[config.mk]
export PLATFORM = sky130hd
export DESIGN_NAME = flyback_protection_sequencer
export DESIGN_NICKNAME = d
export VERILOG_FILES = /design/src/rtl/fps_pkg.sv /design/src/rtl/fps_sync.sv /design/src/rtl/flyback_protection_sequencer.sv
export SDC_FILE = /design/constraint.sdc
export NUM_CORES = 1
export LEC_CHECK = 0
export BUFFER_PORTS_ARGS = -buffer_cell sky130_fd_sc_hd__buf_2
export CAP_MARGIN = 40
export CORE_MARGIN = 2
export CORE_UTILIZATION = 35
export CTS_BUF_LIST = sky130_fd_sc_hd__clkbuf_2 sky130_fd_sc_hd__clkbuf_4 sky130_fd_sc_hd__clkbuf_8
export CTS_CLUSTER_SIZE = 12
export DETAILED_ROUTE_END_ITERATION = 6
export PLACE_DENSITY = 0.59
export RECOVER_POWER = 100
export SLEW_MARGIN = 20
export SYNTH_ARGS = -nofsm -noshare
export SYNTH_HDL_FRONTEND = slang
export SYNTH_SLANG_ARGS = --single-unit
export TNS_END_PERCENT = 1
[constraint.sdc]
create_clock -name core_clk -period 2.3 [get_ports core_clk]
set_input_delay 0.23 -clock core_clk [delete_from_list [all_inputs] [get_ports core_clk]]
set_output_delay 0.23 -clock core_clk [all_outputs]
set_load 0.03 [all_outputs]
[src/rtl/fps_pkg.sv]
/*
 * Constants, timing counts and state encoding of the flyback protection
 * sequencer. Assumes a single 10 MHz core clock.
 */
package fps_pkg;

  // ****************************************
  // Clock and timing
  // ****************************************
  localparam int CLK_PERIOD_NS  = 100;
  localparam int SW_PERIOD_NS   = 10000;
  localparam int LP_PERIOD_NS   = 40000;
  localparam int LEB_NS         = 300;
  localparam int PRECHARGE_NS   = 20000;
  localparam int MAX_DUTY_PCT   = 80;
  localparam int SW_PER_CYC     = SW_PERIOD_NS / CLK_PERIOD_NS;
  localparam int LP_PER_CYC     = LP_PERIOD_NS / CLK_PERIOD_NS;
  localparam int MAX_ON_CYC     = (SW_PER_CYC * MAX_DUTY_PCT) / 100;
  localparam int LEB_CYC        = (LEB_NS + CLK_PERIOD_NS - 1) / CLK_PERIOD_NS;
  localparam int PRE_CYC        = (PRECHARGE_NS + CLK_PERIOD_NS - 1) / CLK_PERIOD_NS;

  // ****************************************
  // Counter widths and typed limits
  // ****************************************
  localparam int CNT_W = 9;
  localparam int EVT_W = 4;
  localparam int PRE_W = 8;
  localparam logic [CNT_W-1:0] SW_LAST     = CNT_W'(SW_PER_CYC - 1);
  localparam logic [CNT_W-1:0] LP_LAST     = CNT_W'(LP_PER_CYC - 1);
  localparam logic [CNT_W-1:0] MAX_ON_LAST = CNT_W'(MAX_ON_CYC - 1);
  localparam logic [CNT_W-1:0] LEB_LIM     = CNT_W'(LEB_CYC);
  localparam logic [PRE_W-1:0] PRE_LAST    = PRE_W'(PRE_CYC - 1);
  localparam logic [EVT_W-1:0] OVP_TRIP    = 4'h8;
  localparam logic [EVT_W-1:0] MD_TRIP     = 4'h8;

  // ****************************************
  // Reset values
  // ****************************************
  localparam logic [CNT_W-1:0] CNT_RST = 9'h000;
  localparam logic [EVT_W-1:0] EVT_RST = 4'h0;
  localparam logic [PRE_W-1:0] PRE_RST = 8'h00;

  // ****************************************
  // Sequencer states
  // ****************************************
  typedef enum logic [6:0] {
    ST_IDLE    = 7'h01,
    ST_QUALIFY = 7'h02,
    ST_PRECHG  = 7'h04,
    ST_RUN     = 7'h08,
    ST_TCHARGE = 7'h10,
    ST_PDOWN   = 7'h20,
    ST_LATCH   = 7'h40
  } seq_state_t;

endpackage

[src/rtl/fps_sync.sv]
/*
 * Two-flop synchroniser for a vector of comparator levels.
 * Assumes each bit is a slow level from outside the clock domain.
 */
`timescale 1ns/1ps
module fps_sync #(
  parameter int W = 1
) (
  // Clock and reset
  input  wire logic         core_clk,
  input  wire logic         rst_b,
  // Levels
  input  wire logic [W-1:0] d,
  output logic      [W-1:0] q
);

  logic [W-1:0] meta_r;

  always_ff @(posedge core_clk or negedge rst_b) begin
    if (!rst_b) begin
      meta_r <= '0;
      q      <= '0;
    end else begin
      meta_r <= d;
      q      <= meta_r;
    end
  end

endmodule // fps_sync

[src/rtl/flyback_protection_sequencer.sv]
/*
 * Start-up, switching and protection sequencer of a flyback controller.
 * Assumes comparator levels from the analog front end on its inputs and
 * one 10 MHz core clock; gate drive and timer controls are registered.
 */
// Contract
// - After supply start, wait for line-sense start and protect-low before continuing.
// - Precharge current sense to soft-start level, then begin switching.
// - Any protection stops switching at once; restart or latch by type.
// - Protection restart fast-charges timer pin, then power-down until low level.
// - Leave power-down only with timer below low level and supply above start.
// - Latched protection enters power-down at once, held until supply removal.
// - Restart variant: undervoltage stops switching, restart mode, gate held off.
// - Latch variant: undervoltage outside start-up latches the device off.
// - Count consecutive overvoltage cycles; eight trigger the latched protection.
// - Overvoltage gone before eight clears the overvoltage counter.
// - Line-sense low detect during operation stops switching and restarts.
// - Protect input above high or below low level latches off.
// - Every stroke ends by the maximum duty limit.
// - Eight consecutive max-duty strokes activate the restart protection.
// - Source overload timer current while control level exceeds threshold.
// - Timer pin at overload level triggers overload protection.
// - Overload restarts in restart variant, latches in latch variant.
// - Ignore current sense during blanking after each turn-on.
// - End stroke when sensed current reaches the control level.
// - At low power clamp peak limit to quarter and lower frequency.
// - Overtemperature shutdown is latched, cleared only by supply loss.
`timescale 1ns/1ps
module flyback_protection_sequencer
  import fps_pkg::*;
(
  // Clock and reset
  input  wire logic core_clk,
  input  wire logic rst_b,
  // Variant select
  input  wire logic variant_latch,
  // Supply comparators
  input  wire logic supply_start_ok,
  input  wire logic supply_undervolt_lockout,
  input  wire logic supply_overvolt_prot,
  input  wire logic supply_removed,
  // Line and protect comparators
  input  wire logic line_sense_in,
  input  wire logic line_sense_low,
  input  wire logic protect_low_ok,
  input  wire logic protect_high,
  input  wire logic overtemp,
  // Timer pin comparators
  input  wire logic fault_timer_upper,
  input  wire logic fault_timer_lower,
  input  wire logic fault_timer_pin,
  // Control comparators
  input  wire logic ctrl_above_overload,
  input  wire logic current_sense_in,
  input  wire logic low_power_det,
  // Outputs
  output logic      gate_drive,
  output logic      gate_enable,
  output logic      ss_precharge,
  output logic      timer_fast_charge,
  output logic      overload_source,
  output logic      low_power_limit,
  output logic      power_down,
  output logic      latched_off
);

  // ****************************************
  // Input synchronisation
  // ****************************************
  logic [14:0] raw_in;
  logic [14:0] sync_q;
  logic        var_l_s, start_s, supply_undervolt_lockout_s, ovp_s, removed_s;
  logic        line_ok_s, line_low_s, plow_ok_s, phigh_s, otp_s;
  logic        t_up_s, t_low_s, overload_protection, ctrl_over_s, cs_s, lp_s;

  assign raw_in = {variant_latch, supply_start_ok, supply_undervolt_lockout,
                   supply_overvolt_prot, supply_removed, line_sense_in,
                   line_sense_low, protect_low_ok, protect_high, overtemp,
                   fault_timer_upper, fault_timer_lower, fault_timer_pin,
                   ctrl_above_overload, current_sense_in};

  fps_sync #(.W(15)) u_sync (
    .core_clk (core_clk),
    .rst_b    (rst_b),
    .d        (raw_in),
    .q        (sync_q)
  );

  assign {var_l_s, start_s, supply_undervolt_lockout_s, ovp_s, removed_s, line_ok_s, line_low_s,
          plow_ok_s, phigh_s, otp_s, t_up_s, t_low_s, overload_protection,
          ctrl_over_s, cs_s} = sync_q;

  logic lp_meta_r;
  logic lp_sync_r;
  always_ff @(posedge core_clk or negedge rst_b) begin
    if (!rst_b) begin
      lp_meta_r <= 1'b0;
      lp_sync_r <= 1'b0;
    end else begin
      lp_meta_r <= low_power_det;
      lp_sync_r <= lp_meta_r;
    end
  end
  assign lp_s = lp_sync_r;

  // ****************************************
  // State and counters
  // ****************************************
  seq_state_t       st_r, st_nxt;
  logic [CNT_W-1:0] cnt_r, cnt_nxt;
  logic [PRE_W-1:0] pre_r, pre_nxt;
  logic [EVT_W-1:0] ovp_cnt_r, ovp_cnt_nxt;
  logic [EVT_W-1:0] md_cnt_r, md_cnt_nxt;
  logic             gate_drive_nxt;
  logic             gate_enable_nxt, ss_precharge_nxt, timer_fast_charge_nxt;
  logic             overload_source_nxt, low_power_limit_nxt, power_down_nxt, latched_off_nxt;
  logic [CNT_W-1:0] per_last;
  logic             per_end, cs_end, md_end, stroke_end;
  logic             ovp_trip, md_trip, latch_evt, restart_evt, supply_undervolt_lockout_evt, prot_stop;

  assign per_last   = lp_s ? LP_LAST : SW_LAST;
  assign per_end    = (cnt_r >= per_last);
  assign cs_end     = gate_drive && (cnt_r >= LEB_LIM) && cs_s;
  assign md_end     = gate_drive && (cnt_r == MAX_ON_LAST);
  assign stroke_end = cs_end || md_end;
  assign ovp_trip   = per_end && ovp_s && (ovp_cnt_r == OVP_TRIP - 4'h1);
  assign md_trip    = md_end && !cs_end && (md_cnt_r == MD_TRIP - 4'h1);
  assign latch_evt  = phigh_s || !plow_ok_s || otp_s || ovp_trip
                   || (var_l_s && (supply_undervolt_lockout_s || overload_protection));
  assign restart_evt = line_low_s || md_trip
                    || (!var_l_s && overload_protection);
  assign supply_undervolt_lockout_evt   = !var_l_s && supply_undervolt_lockout_s;
  assign prot_stop  = (st_r == ST_RUN) && (latch_evt || restart_evt || supply_undervolt_lockout_evt);

  always_comb begin
    st_nxt      = st_r;
    cnt_nxt     = per_last;
    pre_nxt     = PRE_RST;
    ovp_cnt_nxt = EVT_RST;
    md_cnt_nxt  = EVT_RST;
    case (st_r)
      ST_IDLE: begin
        if (start_s) begin
          st_nxt = ST_QUALIFY;
        end
      end
      ST_QUALIFY: begin
        if (otp_s) begin
          st_nxt = ST_LATCH;
        end else if (supply_undervolt_lockout_s) begin
          st_nxt = ST_IDLE;
        end else if (line_ok_s && plow_ok_s) begin
          st_nxt = ST_PRECHG;
        end
      end
      ST_PRECHG: begin
        pre_nxt = pre_r + 8'h01;
        if (otp_s || phigh_s) begin
          st_nxt = ST_LATCH;
        end else if (supply_undervolt_lockout_s) begin
          st_nxt = ST_IDLE;
        end else if (pre_r == PRE_LAST) begin
          st_nxt = ST_RUN;
        end
      end
      ST_RUN: begin
        cnt_nxt     = per_end ? CNT_RST : cnt_r + 9'h001;
        ovp_cnt_nxt = ovp_cnt_r;
        md_cnt_nxt  = md_cnt_r;
        if (per_end) begin
          ovp_cnt_nxt = ovp_s ? ovp_cnt_r + 4'h1 : EVT_RST;
        end
        if (stroke_end) begin
          md_cnt_nxt = cs_end ? EVT_RST : md_cnt_r + 4'h1;
        end
        if (latch_evt) begin
          st_nxt = ST_LATCH;
        end else if (restart_evt) begin
          st_nxt = ST_TCHARGE;
        end else if (supply_undervolt_lockout_evt) begin
          st_nxt = ST_IDLE;
        end
      end
      ST_TCHARGE: begin
        if (otp_s) begin
          st_nxt = ST_LATCH;
        end else if (t_up_s) begin
          st_nxt = ST_PDOWN;
        end
      end
      ST_PDOWN: begin
        if (otp_s) begin
          st_nxt = ST_LATCH;
        end else if (t_low_s && start_s) begin
          st_nxt = ST_QUALIFY;
        end
      end
      ST_LATCH: begin
        if (removed_s) begin
          st_nxt = ST_IDLE;
        end
      end
      default: begin
        st_nxt = ST_IDLE;
      end
    endcase
  end

  // ****************************************
  // Gate drive
  // ****************************************
  always_comb begin
    gate_drive_nxt = 1'b0;
    if ((st_r == ST_RUN) && !prot_stop) begin
      if (per_end) begin
        gate_drive_nxt = 1'b1;
      end else begin
        gate_drive_nxt = gate_drive && !stroke_end;
      end
    end
  end

  always_comb begin
    gate_enable_nxt       = (st_nxt == ST_RUN);
    ss_precharge_nxt      = (st_nxt == ST_PRECHG);
    timer_fast_charge_nxt = (st_nxt == ST_TCHARGE);
    overload_source_nxt   = (st_nxt == ST_RUN) && ctrl_over_s;
    low_power_limit_nxt   = (st_nxt == ST_RUN) && lp_s;
    power_down_nxt        = (st_nxt == ST_TCHARGE) || (st_nxt == ST_PDOWN) || (st_nxt == ST_LATCH);
    latched_off_nxt       = (st_nxt == ST_LATCH);
  end

  // ****************************************
  // Registers
  // ****************************************
  always_ff @(posedge core_clk or negedge rst_b) begin
    if (!rst_b) begin
      st_r              <= ST_IDLE;
      cnt_r             <= CNT_RST;
      pre_r             <= PRE_RST;
      ovp_cnt_r         <= EVT_RST;
      md_cnt_r          <= EVT_RST;
      gate_drive        <= 1'b0;
      gate_enable       <= 1'b0;
      ss_precharge      <= 1'b0;
      timer_fast_charge <= 1'b0;
      overload_source   <= 1'b0;
      low_power_limit   <= 1'b0;
      power_down        <= 1'b0;
      latched_off       <= 1'b0;
    end else begin
      st_r              <= st_nxt;
      cnt_r             <= cnt_nxt;
      pre_r             <= pre_nxt;
      ovp_cnt_r         <= ovp_cnt_nxt;
      md_cnt_r          <= md_cnt_nxt;
      gate_drive        <= gate_drive_nxt;
      gate_enable       <= gate_enable_nxt;
      ss_precharge      <= ss_precharge_nxt;
      timer_fast_charge <= timer_fast_charge_nxt;
      overload_source   <= overload_source_nxt;
      low_power_limit   <= low_power_limit_nxt;
      power_down        <= power_down_nxt;
      latched_off       <= latched_off_nxt;
    end
  end
endmodule // flyback_protection_sequencer

* Word level (Yosys, flattened, before mapping)
Index checks and enable logic that the tools add are counted.
Word-level totals: register bits 72, bits in latches 0, bits in writable memories 0, memory bits (read-only) 0, word-level logic and storage cells 104, memories 0
Cells by class: add/subtract/negate cells 4, $mul 0, divide/modulo/power cells 0, magnitude comparators 2, eq/ne operators 18, shift operators 0, muxes and demuxes 28, bitwise logic cells 0, reductions and logical operators 35
Operators with widths (number):
- $mux W7 | 15
- $pmux W7 S7 | 1
- $mux W9 | 3
- $mux W4 | 6
- $logic_and A1 B1 Y1 | 17
- $eq A7 B3 Y1 const B | 2
- $eq A7 B4 Y1 const B | 2
- $eq A7 B5 Y1 const B | 2
- $eq A7 B6 Y1 const B | 2
- $eq A7 B7 Y1 const B | 2
- $logic_or A1 B1 Y1 | 13
- $add A9 B1 Y9 const B | 1
- $eq A9 B7 Y1 const B | 1
- $ge A9 B2 Y1 const B | 1
- $ge A9 B9 Y1 | 1
- $add A4 B1 Y4 const B | 2
- $add A8 B1 Y8 const B | 1
- $eq A4 B3 Y1 const B | 2
- $eq A8 B8 Y1 const B | 1
- $mux W8 | 1
- $eq A7 B1 Y1 const B | 1
- $eq A7 B2 Y1 const B | 1
- $logic_not A1 Y1 | 5
- $ne A2 B2 Y1 const B | 2
- $mux W1 | 2

* Logic depth before layout (Yosys ltp)
depth in word-level cells 14, mapped depth 8, gate-level depth less buffers 7

* Cells and area by module
From an unflattened synthesis, not the netlist that was laid out.
Unflattened totals: cell total of the unflattened synthesis 281, area, all modules 3170.5 sq um
Modules (own cells, without submodules):
- flyback_protection_sequencer | times used 1, cells each 251, area each 2419.8 sq um, seq. area each 1052.3 sq um
- fps_sync | times used 1, cells each 30, area each 750.7 sq um, seq. area each 750.7 sq um

* Worst setup path after synthesis
OpenSTA, ideal clock, no wires.
kind register to register, from reg lp_sync_r (netlist: lp_s), to reg power_down, arrival 1.859 ns, data required time 2.160 ns, path slack 0.302 ns, stages on the path, launching flop included 8, buffers on the path 0, clock period less this slack 1.998 ns, cell sequence dfrtp_1 -> inv_1 -> ha_1 -> a211oi_1 -> o21ai_1 -> a211o_1 -> a221o_1 -> nand4b_1
On the way: cells in the longest elaborated chain, start to end 11, elaborated cells between the ends (all ways) 13, classes of those cells order compare: 1; eq/ne: 3; mux: 3; reduce/logical: 6
Ends and longest elaborated chain:
- from (decl) | RTL line flyback_protection_sequencer.sv:94 | logic lp_sync_r;
- from (signal assigned) | RTL line flyback_protection_sequencer.sv:101 | lp_sync_r <= lp_meta_r;
- $mux W9 * | RTL line flyback_protection_sequencer.sv:121 | assign per_last = lp_s ? LP_LAST : SW_LAST;
- $ge A9 B9 Y1 * | RTL line flyback_protection_sequencer.sv:122 | assign per_end = (cnt_r >= per_last);
- $logic_and A1 B1 Y1 * (2 in series) | RTL line flyback_protection_sequencer.sv:126 | assign ovp_trip = per_end && ovp_s && (ovp_cnt_r == OVP_TRIP - 4'h1);
- $logic_or A1 B1 Y1 * | RTL line flyback_protection_sequencer.sv:128 | assign latch_evt = phigh_s || !plow_ok_s || otp_s || ovp_trip
- $logic_or A1 B1 Y1 * | RTL line flyback_protection_sequencer.sv:129 | || (var_l_s && (supply_undervolt_lockout_s || overload_protection));
- $mux W7 * | RTL line flyback_protection_sequencer.sv:176 | if (latch_evt) begin
- $pmux W7 S7 * | RTL line flyback_protection_sequencer.sv:141 | case (st_r)
- via st_nxt[6] | RTL line flyback_protection_sequencer.sv:109 | seq_state_t st_r, st_nxt;
- $eq A7 B5 Y1 / $eq A7 B6 Y1 (equally long branches) | RTL line flyback_protection_sequencer.sv:229 | power_down_nxt = (st_nxt == ST_TCHARGE) || (st_nxt == ST_PDOWN) || (st_nxt == ST_LATCH);
- $logic_or A1 B1 Y1 | RTL line flyback_protection_sequencer.sv:229
- $logic_or A1 B1 Y1 * | RTL line flyback_protection_sequencer.sv:229
- via power_down_nxt | RTL line flyback_protection_sequencer.sv:116 | logic overload_source_nxt, low_power_limit_nxt, power_down_nxt, latched_off_nxt;
- to (signal assigned) | RTL line flyback_protection_sequencer.sv:263 | power_down <= power_down_nxt;
- to (decl) | RTL line flyback_protection_sequencer.sv:63 | output logic power_down,
The timed path passes the listed nets; every way through them passes the cells marked *. A chain may end at the register's enable or synchronous reset.

* Worst setup path after layout
from reg lp_sync_r (netlist: lp_s), to reg ovp_cnt_r[3]
On the way: cells in the longest elaborated chain, start to end 3
Ends and longest elaborated chain:
- $mux W9 | RTL line flyback_protection_sequencer.sv:121
- $ge A9 B9 Y1 | RTL line flyback_protection_sequencer.sv:122
- $ne A2 B2 Y1 (no source line)
- to (signal assigned) | RTL line flyback_protection_sequencer.sv:255 | ovp_cnt_r <= ovp_cnt_nxt;
- to (decl) | RTL line flyback_protection_sequencer.sv:112 | logic [EVT_W-1:0] ovp_cnt_r, ovp_cnt_nxt;
No other way between the ends.

==> flow_metrics.tcl <==
set metrics [dict create \
    drive_above_1_share_pct 16.3 \
    path_clk_slew_ns 0.08 \
    cts_made_buffers 9 \
    cellPowerDensity_nw_per_um2 745 \
    grt_pass1_vias 2193 \
    fin_setup_tns_ns 0 \
    crit_buf_inv 1 \
    wire_per_inst_microns 13.7 \
    coreArea_sq_um 8680 \
    globalplace.congestion 0.776 \
    dp_hpwl_microns 4310 \
    drc 0 \
    cp_slowest_cell "or4b_1" \
    power_uw 2770 \
    power.leakage_uw 0.00165 \
    yosys.area.top_type "dfrtp_1" \
    synth.top_cell.area_share_pct 57.3 \
    crit_family "compound AO/OA/AOI/OAI gates" \
    grt_setup_unrepaired "false" \
    num_antenna_cells 0 \
    synth_edf_count 0 \
    cts_tree "yes" \
    syn_area_sq_um 3100 \
    ys_seq_area_share_pct 58.1 \
    min_period_ns 2.10 \
    hold_viol_final 0 \
    syn_avg_cell_area_sq_um 11.6 \
    num_vias 2181 \
    async_reset_ff_share_pct 100 \
    clockBufferDepth 2 \
    area_growth_pct 19.8 \
    die_area_sq_um 9630 \
    drt_iter0_markers 86 \
    drv_slew 0 \
    grt.overflow.total 0 \
    cp.arrival_ns 2.37 \
    avgViaCountPerCell 5.03 \
    slew_headroom_pct 35.6 \
    antenna_found_initial 0 \
    track_usage_pct 13.7 \
    grt_max_degree 43 \
    max-cap-violations 0 \
    nNetsFinal 349 \
    slowest_delay_ns 0.52 \
    cp_max_fo 6 \
    crit_type "flop to flop" \
    finClkSkew_ns 0.00893 \
    syn_nets 296 \
    fp.dieW_microns 98.2 \
    clock-root-buffer "clkbuf_8" \
    required_ns 2.57 \
    rows 34 \
    io_buffers 25 \
    post-route-util_pct 42.8 \
    status "completed" \
    setup_ws_ns 0.198 \
    die_height_microns 98.2 \
    max_freq_ghz 0.476 \
    htree_levels 3 \
    worst_pin_slew_ns 0.966 \
    synth-main-ff-cell "dfrtp_1" \
    cp-end-kind "flop" \
    drtAntennaViolNets 0 \
    synthTopCellsByArea "dfrtp_1 (57%), ha_1 (4.0%), nand2_1 (2.8%)" \
    critPathLaunchType "flop" \
    clock_latency_ns 0.35 \
    ys_ff_latch 72 \
    setup_viol_count_final 0 \
    firstDrtPassIters 4 \
    synth.distinct_cells 58 \
    min_path_type "input port to async pin" \
    worstPathCellList "inv_2 > ha_1 > nand2_1 > o21ai_0 > a21oi_2 > or4b_1 > a31oi_1" \
    dp_slack_ns 0.0839 \
    yosysWarnings 0 \
    pin_count 26 \
    ir_worst_vdd_v 0.000353 \
    period_share_pct 91.4 \
    syn_inst 268 \
    wl_microns 5950 \
    start_util_pct 35.8 \
    clock-sinks 72 \
    grt_pass1_wl_microns 10500 \
]
## power by group
| part | leakage (uW) | switching, uW | internal [uW] |
|---|---|---|---|
| registers | 0.000901 | 70.1 | 1330 |
| clock network | 0.000108 | 493 | 547 |
| logic | 0.000640 | 171 | 155 |
| total | 0.00165 | 734 | 2040 |
## area by class of cell
class	instances	area (sq um)
well taps	108	135
inverters	7	26.3
clock inverters	6	73.8
multi-input cells	182	1210
clock buffers	10	138
flip-flops and latches	72	1800
fillers	869	4960
repair buffers	49	330
## cells in the final DEF, fill, tap and decap left out, drive strengths merged, types with 7 or more instances in the layout
| cell | instances |
|---|---|
| o21ai | 15 |
| inv | 11 |
| a21oi | 12 |
| dfrtp | 71 |
| nand2 | 23 |
| ha | 10 |
| nor2 | 16 |
| and3 | 9 |
| xnor2 | 7 |
| nor4b | 7 |
| clkbuf | 21 |
| nand3 | 12 |
| dlygate4sd3 | 17 |
| xor2 | 9 |
| buf | 21 |
## logic make-up (layout without fill, tap and decap cells)
logic type	Yosys count	count (layout)	synth area share, %
AND/OR/NAND/NOR	100	100	18.8
buffers and inverters	14	72	2.54
flip-flops	72	72	58.1
XOR/XNOR	16	16	4.52
adder cells (fa/ha/maj)	10	10	4.03
AO/OA/AOI/OAI	56	56	12.0
## metal layers
metal,vias up,global-route usage (%),part of all wire (%)
li1,1072,-,-
met1,1067,18.9,48
met2,34,20.7,48
met3,8,4.58,3.6
met4,0,4.32,1.3
met5,-,0,0
## repair_timing
| action | CTS | global route |
|---|---|---|
| setup endpoints to repair | 0 | 18 |
| resized for setup | 0 | 3 |
| buffers inserted | 0 | 2 |
| hold buffers | 17 | 0 |
| endpoints found under the hold margin | 46 | 0 |
## final timing paths
path,start,end,slack (ns),depth (start not counted)
setup reg to reg,lp_s,ovp_cnt_r[3],0.20,7
hold reg to reg,u_sync.meta_r[11],u_sync.q[11],0.35,0
min in group core_clk,u_sync.meta_r[11],u_sync.q[11],0.35,0
setup / recovery,lp_s,ovp_cnt_r[3],0.20,7
hold / removal,rst_b,pre_r[4],0.34,2
max in group asynchronous,rst_b,overload_source,0.69,3
## metrics by stage
step                std cells  area [sq um]  hold slack (ns)
floorplan                 268          3100          -0.0656
detailed placement        399          3360            0.191
finish                    434          3720            0.337
global placement          398          3340            0.335
global route              434          3720            0.344
CTS                       432          3740            0.346
## sequential cells by signal, summed over array words and instances (netlist names), 4 cells and up
signal / count
u_sync.meta_r: 15
st_r: 7
pre_r: 8
cnt_r: 9
md_cnt_r: 4
ovp_cnt_r: 4
u_sync.q: 15
## cells in the mapped netlist (2+ instances only)
cell	instances
or3_1	2
o21ai_0	14
nand2_1	23
nand3b_1	2
ha_1	10
nand3_1	12
a21oi_1	12
buf_2	3
xnor2_1	7
xor2_1	9
o22ai_1	4
inv_1	7
nor3_1	2
a31oi_1	2
nor4b_2	2
nand2b_1	3
nor4b_1	5
or4_4	2
nand4b_1	2
o2bb2ai_1	2
buf_4	2
and3_1	9
and2_1	3
nand4_1	4
o211ai_1	2
a21o_1	3
dfrtp_1	71
a221o_1	2
nor4_1	2
buf_6	2
nor2_1	16
Note: power is estimated with default switching activity, not from simulation.
